--- src/shared/airb_pkg.sv ---
// Package for the alarm and interrupt register bank: register offsets,
// field positions, reset values, serial frame layout and shared types.
// Assumes one 10 MHz register clock shared by all users of this package.
package airb_pkg;

  // ------------------------------------------------------------------
  // Register offsets
  // ------------------------------------------------------------------
  localparam logic [6:0] ADDR_LINE_POWER_CONTROL = 7'h00;
  localparam logic [6:0] ADDR_ALARM_IRQ_ENABLE = 7'h01;
  localparam logic [6:0] ADDR_ALARM_IRQ_LATCHED = 7'h02;
  localparam logic [6:0] ADDR_ALARM_LIVE_STATE = 7'h03;
  localparam logic [6:0] ADDR_GLOBAL_IRQ_ENABLE = 7'h20;
  localparam logic [6:0] ADDR_GLOBAL_IRQ_STATE = 7'h21;
  localparam logic [6:0] ADDR_ERROR_COUNT_HIGH = 7'h30;
  localparam logic [6:0] ADDR_ERROR_COUNT_LOW = 7'h31;
  localparam logic [6:0] ADDR_PATTERN_HOLDING = 7'h38;
  localparam logic [6:0] ADDR_PART_IDENTIFIER = 7'h3e;
  localparam logic [6:0] ADDR_REVISION_IDENTIFIER = 7'h3f;

  // ------------------------------------------------------------------
  // Field positions
  // ------------------------------------------------------------------
  localparam int BIT_TRANSMITTER_POWER_ON = 0;
  localparam int BIT_RECEIVER_POWER_ON = 4;
  localparam int BIT_DRIVER_FAIL = 0;
  localparam int BIT_SIGNAL_LOSS = 1;
  localparam int BIT_LOCK_LOSS = 2;
  localparam int BIT_FIFO_EDGE = 3;
  localparam int BIT_PATTERN_ERROR = 4;
  localparam int BIT_COUNTER_FULL = 5;
  localparam int BIT_ANALOG_LOSS = 4;
  localparam int BIT_DIGITAL_LOSS = 5;
  localparam int BIT_PATTERN_LIVE = 6;
  localparam int BIT_GLOBAL = 0;
  localparam int NUM_IRQ_SRC = 6;

  // ------------------------------------------------------------------
  // Reset values and limits
  // ------------------------------------------------------------------
  localparam logic [7:0] RST_BYTE = 8'h00;
  localparam logic [15:0] ERR_COUNT_RST = 16'h0000;
  localparam logic [15:0] ERR_COUNT_SAT = 16'hffff;

  // ------------------------------------------------------------------
  // Serial frame: 1 direction bit, 7 address bits, 8 data bits
  // ------------------------------------------------------------------
  localparam logic [3:0] HDR_LAST_BIT = 4'h7;
  localparam logic [3:0] FRAME_LAST_BIT = 4'hf;
  localparam logic [3:0] BITCNT_RST = 4'h0;
  localparam logic [3:0] BITCNT_STEP = 4'h1;

  typedef enum logic [1:0] {
    AIRB_IDLE = 2'b00,
    AIRB_HDR = 2'b01,
    AIRB_DATA = 2'b11,
    AIRB_DONE = 2'b10
  } airb_state_t;

  // Live conditions reported by the line interface datapath
  typedef struct packed {
    logic driver_fail_alarm;
    logic signal_loss_alarm;
    logic lock_loss_alarm;
    logic fifo_edge_raw;
    logic analog_signal_loss;
    logic digital_signal_loss;
    logic pattern_error_pulse;
    logic jitter_atten_enabled;
  } airb_alarm_in_t;

  // Controls returned to the line interface datapath
  typedef struct packed {
    logic receiver_power_on;
    logic transmitter_power_on;
    logic line_out_oe;
    logic fifo_recentre;
  } airb_ctrl_out_t;

endpackage : airb_pkg

--- src/core/airb_core.sv ---
// Alarm and interrupt register bank with its serial host port.
// Assumes alarm inputs come from logic on ref_clk; the serial pins come
// from the host and are synchronised here. SClk must stay below ref_clk/8.
//
// Function
// Bit 4 at 0x00 switches receiver.
// Bit 0 at 0x00 switches transmitter, tristates.
// Enable D0 gates driver-failure interrupt.
// Enables D1, D2 gate signal/lock loss.
// Enable D3 gates FIFO edge, needs attenuator.
// Enable D4 gates pattern bit error.
// Enable D5 gates counter saturation interrupt.
// Status D0-D3 latch changes, clear on read.
// Status D4 latches pattern error, clear-on-read.
// Status D5 latches saturation, clear on read.
// Alarm D0 shows driver monitor failure.
// Alarm D1 shows signal loss.
// Alarm D2 shows lock loss.
// Alarm D3 shows FIFO near edge.
// Alarm D4 shows analog signal loss.
// Alarm D5 shows digital signal loss.
// Alarm D6 shows pattern bit error.
// Identification bytes at 0x3E and 0x3F.
// Interrupt output is active low.
// Reading FIFO alarm recentres FIFO, clears alarm.
// Global gate and pending OR of enabled.
// Sixteen-bit saturating error counter, two bytes.
`timescale 1ns/1ps
`default_nettype none

module airb_core
  import airb_pkg::*;
#(
  // Arbitrary neutral identification values
  parameter logic [7:0] PART_ID = 8'h5a,
  parameter logic [7:0] REVISION_ID = 8'h01
)
(
  input wire logic ref_clk,
  input wire logic rst_n,
  input wire airb_alarm_in_t alarm_in,
  input wire logic host_sclk,
  input wire logic host_sdi,
  input wire logic host_cs,
  output logic host_sdo,
  output logic host_sdo_oe,
  output logic host_irq_n,
  output airb_ctrl_out_t ctrl_out
);

  // ------------------------------------------------------------------
  // Pin synchronisers
  // ------------------------------------------------------------------
  logic [2:0] sclk_q, sclk_d;
  logic [1:0] sdi_q, sdi_d;
  logic [1:0] cs_q, cs_d;

  always_comb
  begin
    sclk_d = {sclk_q[1:0], host_sclk};
    sdi_d = {sdi_q[0], host_sdi};
    cs_d = {cs_q[0], host_cs};
  end

  always_ff @(posedge ref_clk or negedge rst_n)
  begin
    if (!rst_n)
    begin
      sclk_q <= 3'h0;
      sdi_q <= 2'h0;
      cs_q <= 2'h0;
    end
    else
    begin
      sclk_q <= sclk_d;
      sdi_q <= sdi_d;
      cs_q <= cs_d;
    end
  end

  logic sclk_rise;
  logic cs_on;
  logic sdi_bit;

  always_comb
  begin
    sclk_rise = sclk_q[1] & ~sclk_q[2];
    cs_on = cs_q[1];
    sdi_bit = sdi_q[1];
  end

  // ------------------------------------------------------------------
  // Serial frame engine
  // ------------------------------------------------------------------
  airb_state_t state_q, state_d;
  logic [3:0] bitcnt_q, bitcnt_d;
  logic [7:0] shift_q, shift_d;
  logic [7:0] tx_q, tx_d;
  logic rd_q, rd_d;
  logic [6:0] addr_q, addr_d;
  logic sdo_q, sdo_d;
  logic sdo_oe_q, sdo_oe_d;
  logic wr_stb;
  logic rd_stb;
  logic [7:0] rdata;

  always_comb
  begin
    state_d = state_q;
    bitcnt_d = bitcnt_q;
    shift_d = shift_q;
    tx_d = tx_q;
    rd_d = rd_q;
    addr_d = addr_q;
    sdo_d = sdo_q;
    sdo_oe_d = sdo_oe_q;
    wr_stb = 1'b0;
    rd_stb = 1'b0;
    case (state_q)
      AIRB_IDLE:
      begin
        bitcnt_d = BITCNT_RST;
        if (cs_on)
          state_d = AIRB_HDR;
      end
      AIRB_HDR:
      begin
        if (sclk_rise)
        begin
          bitcnt_d = bitcnt_q + BITCNT_STEP;
          shift_d = {shift_q[6:0], sdi_bit};
          if (bitcnt_q == HDR_LAST_BIT)
          begin
            rd_d = shift_q[6];
            addr_d = {shift_q[5:0], sdi_bit};
            state_d = AIRB_DATA;
            if (shift_q[6])
            begin
              // Side effects of a read happen once, when the byte is fetched
              rd_stb = 1'b1;
              tx_d = {rdata[6:0], 1'b0};
              sdo_d = rdata[7];
              sdo_oe_d = 1'b1;
            end
          end
        end
      end
      AIRB_DATA:
      begin
        if (sclk_rise)
        begin
          bitcnt_d = bitcnt_q + BITCNT_STEP;
          shift_d = {shift_q[6:0], sdi_bit};
          sdo_d = tx_q[7];
          tx_d = {tx_q[6:0], 1'b0};
          if (bitcnt_q == FRAME_LAST_BIT)
          begin
            wr_stb = ~rd_q;
            state_d = AIRB_DONE;
          end
        end
      end
      AIRB_DONE:
      begin
        sdo_oe_d = 1'b0;
      end
      default:
        state_d = AIRB_IDLE;
    endcase
    if (!cs_on)
    begin
      state_d = AIRB_IDLE;
      sdo_oe_d = 1'b0;
      sdo_d = 1'b0;
    end
  end

  always_ff @(posedge ref_clk or negedge rst_n)
  begin
    if (!rst_n)
    begin
      state_q <= AIRB_IDLE;
      bitcnt_q <= BITCNT_RST;
      shift_q <= RST_BYTE;
      tx_q <= RST_BYTE;
      rd_q <= 1'b0;
      addr_q <= 7'h00;
      sdo_q <= 1'b0;
      sdo_oe_q <= 1'b0;
    end
    else
    begin
      state_q <= state_d;
      bitcnt_q <= bitcnt_d;
      shift_q <= shift_d;
      tx_q <= tx_d;
      rd_q <= rd_d;
      addr_q <= addr_d;
      sdo_q <= sdo_d;
      sdo_oe_q <= sdo_oe_d;
    end
  end

  // Read address is the one just completed in the header
  logic [6:0] rd_addr;
  always_comb
    rd_addr = {shift_q[5:0], sdi_bit};

  // Write data must include the bit sampled at the closing rise
  logic [7:0] wdata;
  always_comb
    wdata = {shift_q[6:0], sdi_bit};

  // ------------------------------------------------------------------
  // Register bank
  // ------------------------------------------------------------------
  logic rx_on_q, rx_on_d;
  logic tx_on_q, tx_on_d;
  logic [NUM_IRQ_SRC-1:0] irq_en_q, irq_en_d;
  logic [NUM_IRQ_SRC-1:0] irq_lat_q, irq_lat_d;
  logic gate_q, gate_d;
  logic [3:0] prev_q, prev_d;
  logic fl_q, fl_d;
  logic recentre_q, recentre_d;
  logic [15:0] err_cnt_q, err_cnt_d;
  logic [7:0] hold_q, hold_d;
  logic irq_n_q, irq_n_d;
  logic [NUM_IRQ_SRC-1:0] irq_evt;
  logic [NUM_IRQ_SRC-1:0] en_eff;
  logic [3:0] live4;
  logic pending;
  logic sat_evt;

  always_comb
  begin
    live4 = {fl_q, alarm_in.lock_loss_alarm, alarm_in.signal_loss_alarm,
             alarm_in.driver_fail_alarm};
    sat_evt = alarm_in.pattern_error_pulse && (err_cnt_q == ERR_COUNT_SAT - 16'h0001);
    irq_evt = {sat_evt, alarm_in.pattern_error_pulse, live4 ^ prev_q};
    en_eff = irq_en_q;
    en_eff[BIT_FIFO_EDGE] = irq_en_q[BIT_FIFO_EDGE] & alarm_in.jitter_atten_enabled;
    pending = |(irq_lat_q & en_eff);
  end

  always_comb
  begin
    rdata = RST_BYTE;
    case (rd_addr)
      ADDR_LINE_POWER_CONTROL:
      begin
        rdata[BIT_RECEIVER_POWER_ON] = rx_on_q;
        rdata[BIT_TRANSMITTER_POWER_ON] = tx_on_q;
      end
      ADDR_ALARM_IRQ_ENABLE: rdata[NUM_IRQ_SRC-1:0] = irq_en_q;
      ADDR_ALARM_IRQ_LATCHED: rdata[NUM_IRQ_SRC-1:0] = irq_lat_q;
      ADDR_ALARM_LIVE_STATE:
      begin
        rdata[BIT_DRIVER_FAIL] = alarm_in.driver_fail_alarm;
        rdata[BIT_SIGNAL_LOSS] = alarm_in.signal_loss_alarm;
        rdata[BIT_LOCK_LOSS] = alarm_in.lock_loss_alarm;
        rdata[BIT_FIFO_EDGE] = fl_q;
        rdata[BIT_ANALOG_LOSS] = alarm_in.analog_signal_loss;
        rdata[BIT_DIGITAL_LOSS] = alarm_in.digital_signal_loss;
        rdata[BIT_PATTERN_LIVE] = alarm_in.pattern_error_pulse;
      end
      ADDR_GLOBAL_IRQ_ENABLE: rdata[BIT_GLOBAL] = gate_q;
      ADDR_GLOBAL_IRQ_STATE: rdata[BIT_GLOBAL] = pending;
      ADDR_ERROR_COUNT_HIGH: rdata = err_cnt_q[15:8];
      ADDR_ERROR_COUNT_LOW: rdata = err_cnt_q[7:0];
      ADDR_PATTERN_HOLDING: rdata = hold_q;
      ADDR_PART_IDENTIFIER: rdata = PART_ID;
      ADDR_REVISION_IDENTIFIER: rdata = REVISION_ID;
      default: rdata = RST_BYTE;
    endcase
  end

  always_comb
  begin
    rx_on_d = rx_on_q;
    tx_on_d = tx_on_q;
    irq_en_d = irq_en_q;
    gate_d = gate_q;
    hold_d = hold_q;
    recentre_d = 1'b0;
    prev_d = live4;
    irq_lat_d = irq_lat_q;
    fl_d = fl_q;
    err_cnt_d = err_cnt_q;
    if (wr_stb)
    begin
      case (addr_q)
        ADDR_LINE_POWER_CONTROL:
        begin
          rx_on_d = wdata[BIT_RECEIVER_POWER_ON];
          tx_on_d = wdata[BIT_TRANSMITTER_POWER_ON];
        end
        ADDR_ALARM_IRQ_ENABLE: irq_en_d = wdata[NUM_IRQ_SRC-1:0];
        ADDR_GLOBAL_IRQ_ENABLE: gate_d = wdata[BIT_GLOBAL];
        default: gate_d = gate_q;
      endcase
    end
    if (rd_stb && rd_addr == ADDR_ALARM_IRQ_LATCHED)
      irq_lat_d = '0;
    if (rd_stb && rd_addr == ADDR_ALARM_LIVE_STATE && fl_q)
    begin
      fl_d = 1'b0;
      recentre_d = 1'b1;
    end
    // Reading the high byte copies the low byte into the holding register for a coherent pair
    if (rd_stb && rd_addr == ADDR_ERROR_COUNT_HIGH)
      hold_d = err_cnt_q[7:0];
    // Hardware sets win over the read clear in the same cycle
    irq_lat_d = irq_lat_d | irq_evt;
    if (alarm_in.fifo_edge_raw)
      fl_d = 1'b1;
    if (alarm_in.pattern_error_pulse && err_cnt_q != ERR_COUNT_SAT)
      err_cnt_d = err_cnt_q + 16'h0001;
    irq_n_d = ~(pending & gate_q);
  end

  always_ff @(posedge ref_clk or negedge rst_n)
  begin
    if (!rst_n)
    begin
      rx_on_q <= 1'b0;
      tx_on_q <= 1'b0;
      irq_en_q <= '0;
      irq_lat_q <= '0;
      gate_q <= 1'b0;
      prev_q <= 4'h0;
      fl_q <= 1'b0;
      recentre_q <= 1'b0;
      err_cnt_q <= ERR_COUNT_RST;
      hold_q <= RST_BYTE;
      irq_n_q <= 1'b1;
    end
    else
    begin
      rx_on_q <= rx_on_d;
      tx_on_q <= tx_on_d;
      irq_en_q <= irq_en_d;
      irq_lat_q <= irq_lat_d;
      gate_q <= gate_d;
      prev_q <= prev_d;
      fl_q <= fl_d;
      recentre_q <= recentre_d;
      err_cnt_q <= err_cnt_d;
      hold_q <= hold_d;
      irq_n_q <= irq_n_d;
    end
  end

  // ------------------------------------------------------------------
  // Outputs
  // ------------------------------------------------------------------
  always_comb
  begin
    host_sdo = sdo_q;
    host_sdo_oe = sdo_oe_q;
    host_irq_n = irq_n_q;
    ctrl_out.receiver_power_on = rx_on_q;
    ctrl_out.transmitter_power_on = tx_on_q;
    ctrl_out.line_out_oe = tx_on_q;
    ctrl_out.fifo_recentre = recentre_q;
  end

endmodule : airb_core

`default_nettype wire

--- config.mk ---
export PLATFORM = sky130hd
export DESIGN_NAME = airb_core
export DESIGN_NICKNAME = d
export VERILOG_FILES = /design/src/shared/airb_pkg.sv /design/src/core/airb_core.sv
export SDC_FILE = /design/constraint.sdc
export NUM_CORES = 1
export LEC_CHECK = 0
export BUFFER_PORTS_ARGS = -buffer_cell sky130_fd_sc_hd__buf_2
export CAP_MARGIN = 20
export CORE_ASPECT_RATIO = 1.2
export CORE_MARGIN = 8
export CORE_UTILIZATION = 45
export DETAILED_ROUTE_END_ITERATION = 12
export SLEW_MARGIN = 10
export SYNTH_ARGS = -nofsm -noshare
export SYNTH_HDL_FRONTEND = slang
export SYNTH_SLANG_ARGS = --single-unit
--- constraint.sdc ---
create_clock -name ref_clk -period 3.47 [get_ports ref_clk]
set_clock_uncertainty 0.1 [all_clocks]
set_input_delay 0.1735 -clock ref_clk [delete_from_list [all_inputs] [get_ports ref_clk]]
set_output_delay 0.1735 -clock ref_clk [all_outputs]
set_load 0.1 [all_outputs]
==> results.md <==
- Status: completed
- Chip Height: between 100 and 150 um
- Reg2reg setup slack: roughly 1.1 ns
- CP Cell Sequence: nand3b_4, or4_4, nor2_2, mux2_2
- Final wirelength: roughly 9.3 mm
- Number of synthesized flops with an enable pin: 0
- Number of global-route vias before repair: slightly below 3k
- Via density: roughly 5.6
- Synth Instances: between 300 and 400
- Non-Filler Instances: ~500
- Final setup viols: 0
- CTS tree: done
- ANT cells: 0
- CP Capture Point: hold_q[0]
- Setup TNS: 0 ns
- R2R cell count: 4
- Crit path kind: flip-flop to flip-flop
- Critical R2R Launch: state_q[0]
- Avg WL per Cell: between 15 and 20 um
- VDD IR-drop max: roughly 0.00031 V
- Sequential share of the synthesized area: 0.520
- Syn nets: between 300 and 400
- CTS Buf Count: 9
- DRC Markers: 0
- GRT overflow: 0
- CP arrival: approximately 2.5 ns
- Net switching power: 727 uW
- Cell variety after synth: 58
- Detailed placement HPWL: about 6.5 mm
- Critical Path Start Type: flip-flop
- Worst slew pin tran: around 0.86 ns
- Total number of vias: roughly 2.9k
- Routability cong.: roughly 0.94
- DRT Pass-1 Iters: 4
- Syn-to-layout area delta: 12.6%
- P_int: roughly 1600 uW
- H-tree depth: 3
- Count of input and output buffers: 19
- Core ar.: approximately 8600 sq um
- Filler cell count in the final layout: between 800 and 900
- CP max FO: 14
- Synth warn: 0
- Root buf cell: clkbuf_8
- Largest net degree at the start of global routing: 84
- Initial Util: 0.464
- Netlist Area Pre-Place: ~4000 sq um
- Worst setup EP type: flip-flop
- Slew Viols, Final: 0
- DRT iter0 DRCs: 201
- Seq cells post-synth: slightly above 80
- Top_reg_cell synth: dfrtp_1
- Max_cap viols: 0
- Switching share of power: 0.308
- Clock group share of total power: 0.339
- Synthesized area per cell: around 11 sq um
- Period utilisation layout: 0.686
- Hold Path Class: input pin to asynchronous set/reset pin
- Max Buffers Root-to-Sink: 2
- Slew HR: 0.424
- Skew-Pair Late Insertion Delay: approximately 0.36 ns
- Placed cell count: approximately 490
- CP Buf/Inv Count: 0
- FMAX: about 420 MHz
- Critical path depth: 4
- Ys async rst share: 1.00
- Critical path's slowest cell: dfrtp_1
- Clk sinks: 83
- Crit path max-delay family: simple AND/OR/NAND/NOR gates
- Logic pwr share: 0.148
- Clock slew at reported path FFs: ~0.09 ns
- Worst reg2reg path endpoint: hold_q[0]
- Sequential share of power: 0.513
- Die Wd: a little over 100 um
- Fin. Hold Viols: 0
- Post-CTS Resized: 0
- First-pass GRT wire length: around 15 mm
- Die Area: 12200 sq um
- Setup bufs post-CTS: 0
- Leakage: 0.00199 uW
- NumNets Final: approximately 410
- Pwr dens: 525 nW/um^2
- Initial antenna violation count: 0
- Num ports: 20
- Critical Path Max Stage Delay: around 0.58 ns
- Share of post-route cells with drive strength above 1: 0.213
- Antenna viol nets, final: 0
- Endpoint required time on the critical path: ~3.6 ns
- Fin crit period: approximately 2.4 ns
- Setup crit start: state_q[0]
- RSZ-0062 raised after global routing: false
- FP Rows: 37
- Total track usage: 0.163
-- kinds of logic after synthesis --
| logic type | share of synthesized area |
|---|---|
| muxes | 0.115 |
| buffers and inverters | 0.0282 |
| and+or+nand+nor | 0.168 |
| DFF | 0.520 |
| AOI/OAI and AO/OA | 0.122 |
| adders and majority gates | 0.00939 |
| xor gates and xnor gates | 0.0373 |
-- how the worst min path moves through the flow --
| stage | to | start |
|---|---|---|
| 2_1_floorplan | addr_q[0] | rst_n |
| 3_3_place_gp | sclk_q[0] | host_sclk |
| 3_5_place_dp | cs_q[0] | host_cs |
| 4_1_cts | host_irq_n | alarm_in[0] |
| 5_1_grt | irq_en_q[4] | rst_n |
| 6_report | irq_en_q[4] | rst_n |
-- sequential cells by signal, summed over array words and instances, names as in the netlist, 2 cells and up --
name	flops
tx_q	7
sdi_q	2
state_q	2
bitcnt_q	4
prev_q	4
addr_q	7
err_cnt_q	16
hold_q	8
shift_q	7
irq_lat_q	6
irq_en_q	6
cs_q	2
sclk_q	3
-- area by class of cell --
class | count | area [sq um] | area share
sequential | 83 | 2080 | 0.462
multi-input combinational | 262 | 1810 | 0.401
timing repair buffer | 29 | 215 | 0.0478
clock buffer | 11 | 151 | 0.0336
tap | 117 | 146 | 0.0325
clock inverter | 5 | 85.1 | 0.0189
inverter | 5 | 18.8 | 0.00417
-- power groups by stage --
stage	Sequential [uW]	Combinational, uW	Clock, uW
after detailed placement	1230	337	0
after floorplan	1130	297	0
after global placement	1230	334	0
after global routing	1230	394	866
final	1210	351	801
after CTS	1210	347	823
-- cells in the final DEF (no fill, tap or decap), drive strengths merged, types with 2 or more instances in the layout --
master and n:
o21a 2, nor2b 4, o211ai 4, or3 2
a22o 4, a21oi 16, xor2 4, nand4 9
a22oi 8, nand3 13, buf 20, dlygate4sd3 9
a32oi 2, nor4 6, bufinv 2, mux2 38
o22ai 5, nor4bb 2, a21o 2, clkbuf 11
ha 3, nor3 8, nor3b 2, inv 5
clkinv 2, and3b 2, a221oi 2, xnor2 13
o21ai 20, and2 5, nand2 44, and3 5
nor2 18, dfrtp 82, mux2i 3
-- per-layer routing --
| metal | vias up | global-route usage | part of all wire |
|---|---|---|---|
| met3 | 11 | 0.0286 | 0.030 |
| met4 | 0 | 0.0902 | 0.020 |
| met2 | 57 | 0.258 | 0.50 |
| li1 | 1384 | - | - |
| met5 | - | 0 | 0 |
| met1 | 1401 | 0.205 | 0.45 |
-- Yosys cell counts, types with 2 or more instances --
library cell	instances	share of area
a21o_1	2	0.0038
a21oi_1	16	0.020
a221oi_1	2	0.0044
a22o_1	4	0.0088
a22oi_1	8	0.015
a32oi_1	2	0.0044
and2_1	4	0.0063
and3_1	5	0.0078
and3b_1	2	0.0044
buf_2	3	0.0038
buf_4	4	0.0075
clkbuf_1	12	0.011
dfrtp_1	82	0.51
ha_1	3	0.0094
inv_1	5	0.0047
mux2_2	38	0.11
mux2i_1	3	0.0075
nand2_1	43	0.040
nand3_1	13	0.016
nand4_1	9	0.014
nor2_1	16	0.015
nor2_2	2	0.0031
nor2b_1	4	0.0063
nor3_1	7	0.0088
nor4_1	5	0.0078
nor4bb_1	2	0.0050
o211ai_1	4	0.0075
o21a_1	2	0.0038
o21ai_0	18	0.023
o21ai_1	2	0.0025
o22ai_1	5	0.0078
or3_1	2	0.0031
xnor2_1	13	0.028
xor2_1	4	0.0088
-- worst register-to-register path, delay by kind of cell, from the launching register on --
kind	cells	cell delay (ns)
and+or+nand+nor	3	1.21
DFF	1	0.58
muxes	1	0.38
-- repair_timing --
action,CTS,global route
endpoints found under the hold margin,93,0
setup endpoints to repair,0,0
hold buffers,9,0
-- per-stage QoR --
stage / setup WS (ns) / hold slack [ns] / util / power, uW / cell area (sq um)
after global placement: 1.14 / 0.182 / 0.482 / 1560 / 4150
final: 1.09 / 0.123 / 0.523 / 2360 / 4500
after CTS: 1.07 / 0.125 / 0.519 / 2380 / 4470
after floorplan: 1.41 / -0.222 / - / 1420 / 4000
after detailed placement: 1.09 / 0.184 / 0.482 / 1570 / 4150
after global routing: 0.948 / 0.131 / 0.523 / 2490 / 4500
(Power assumes the default switching activity.)
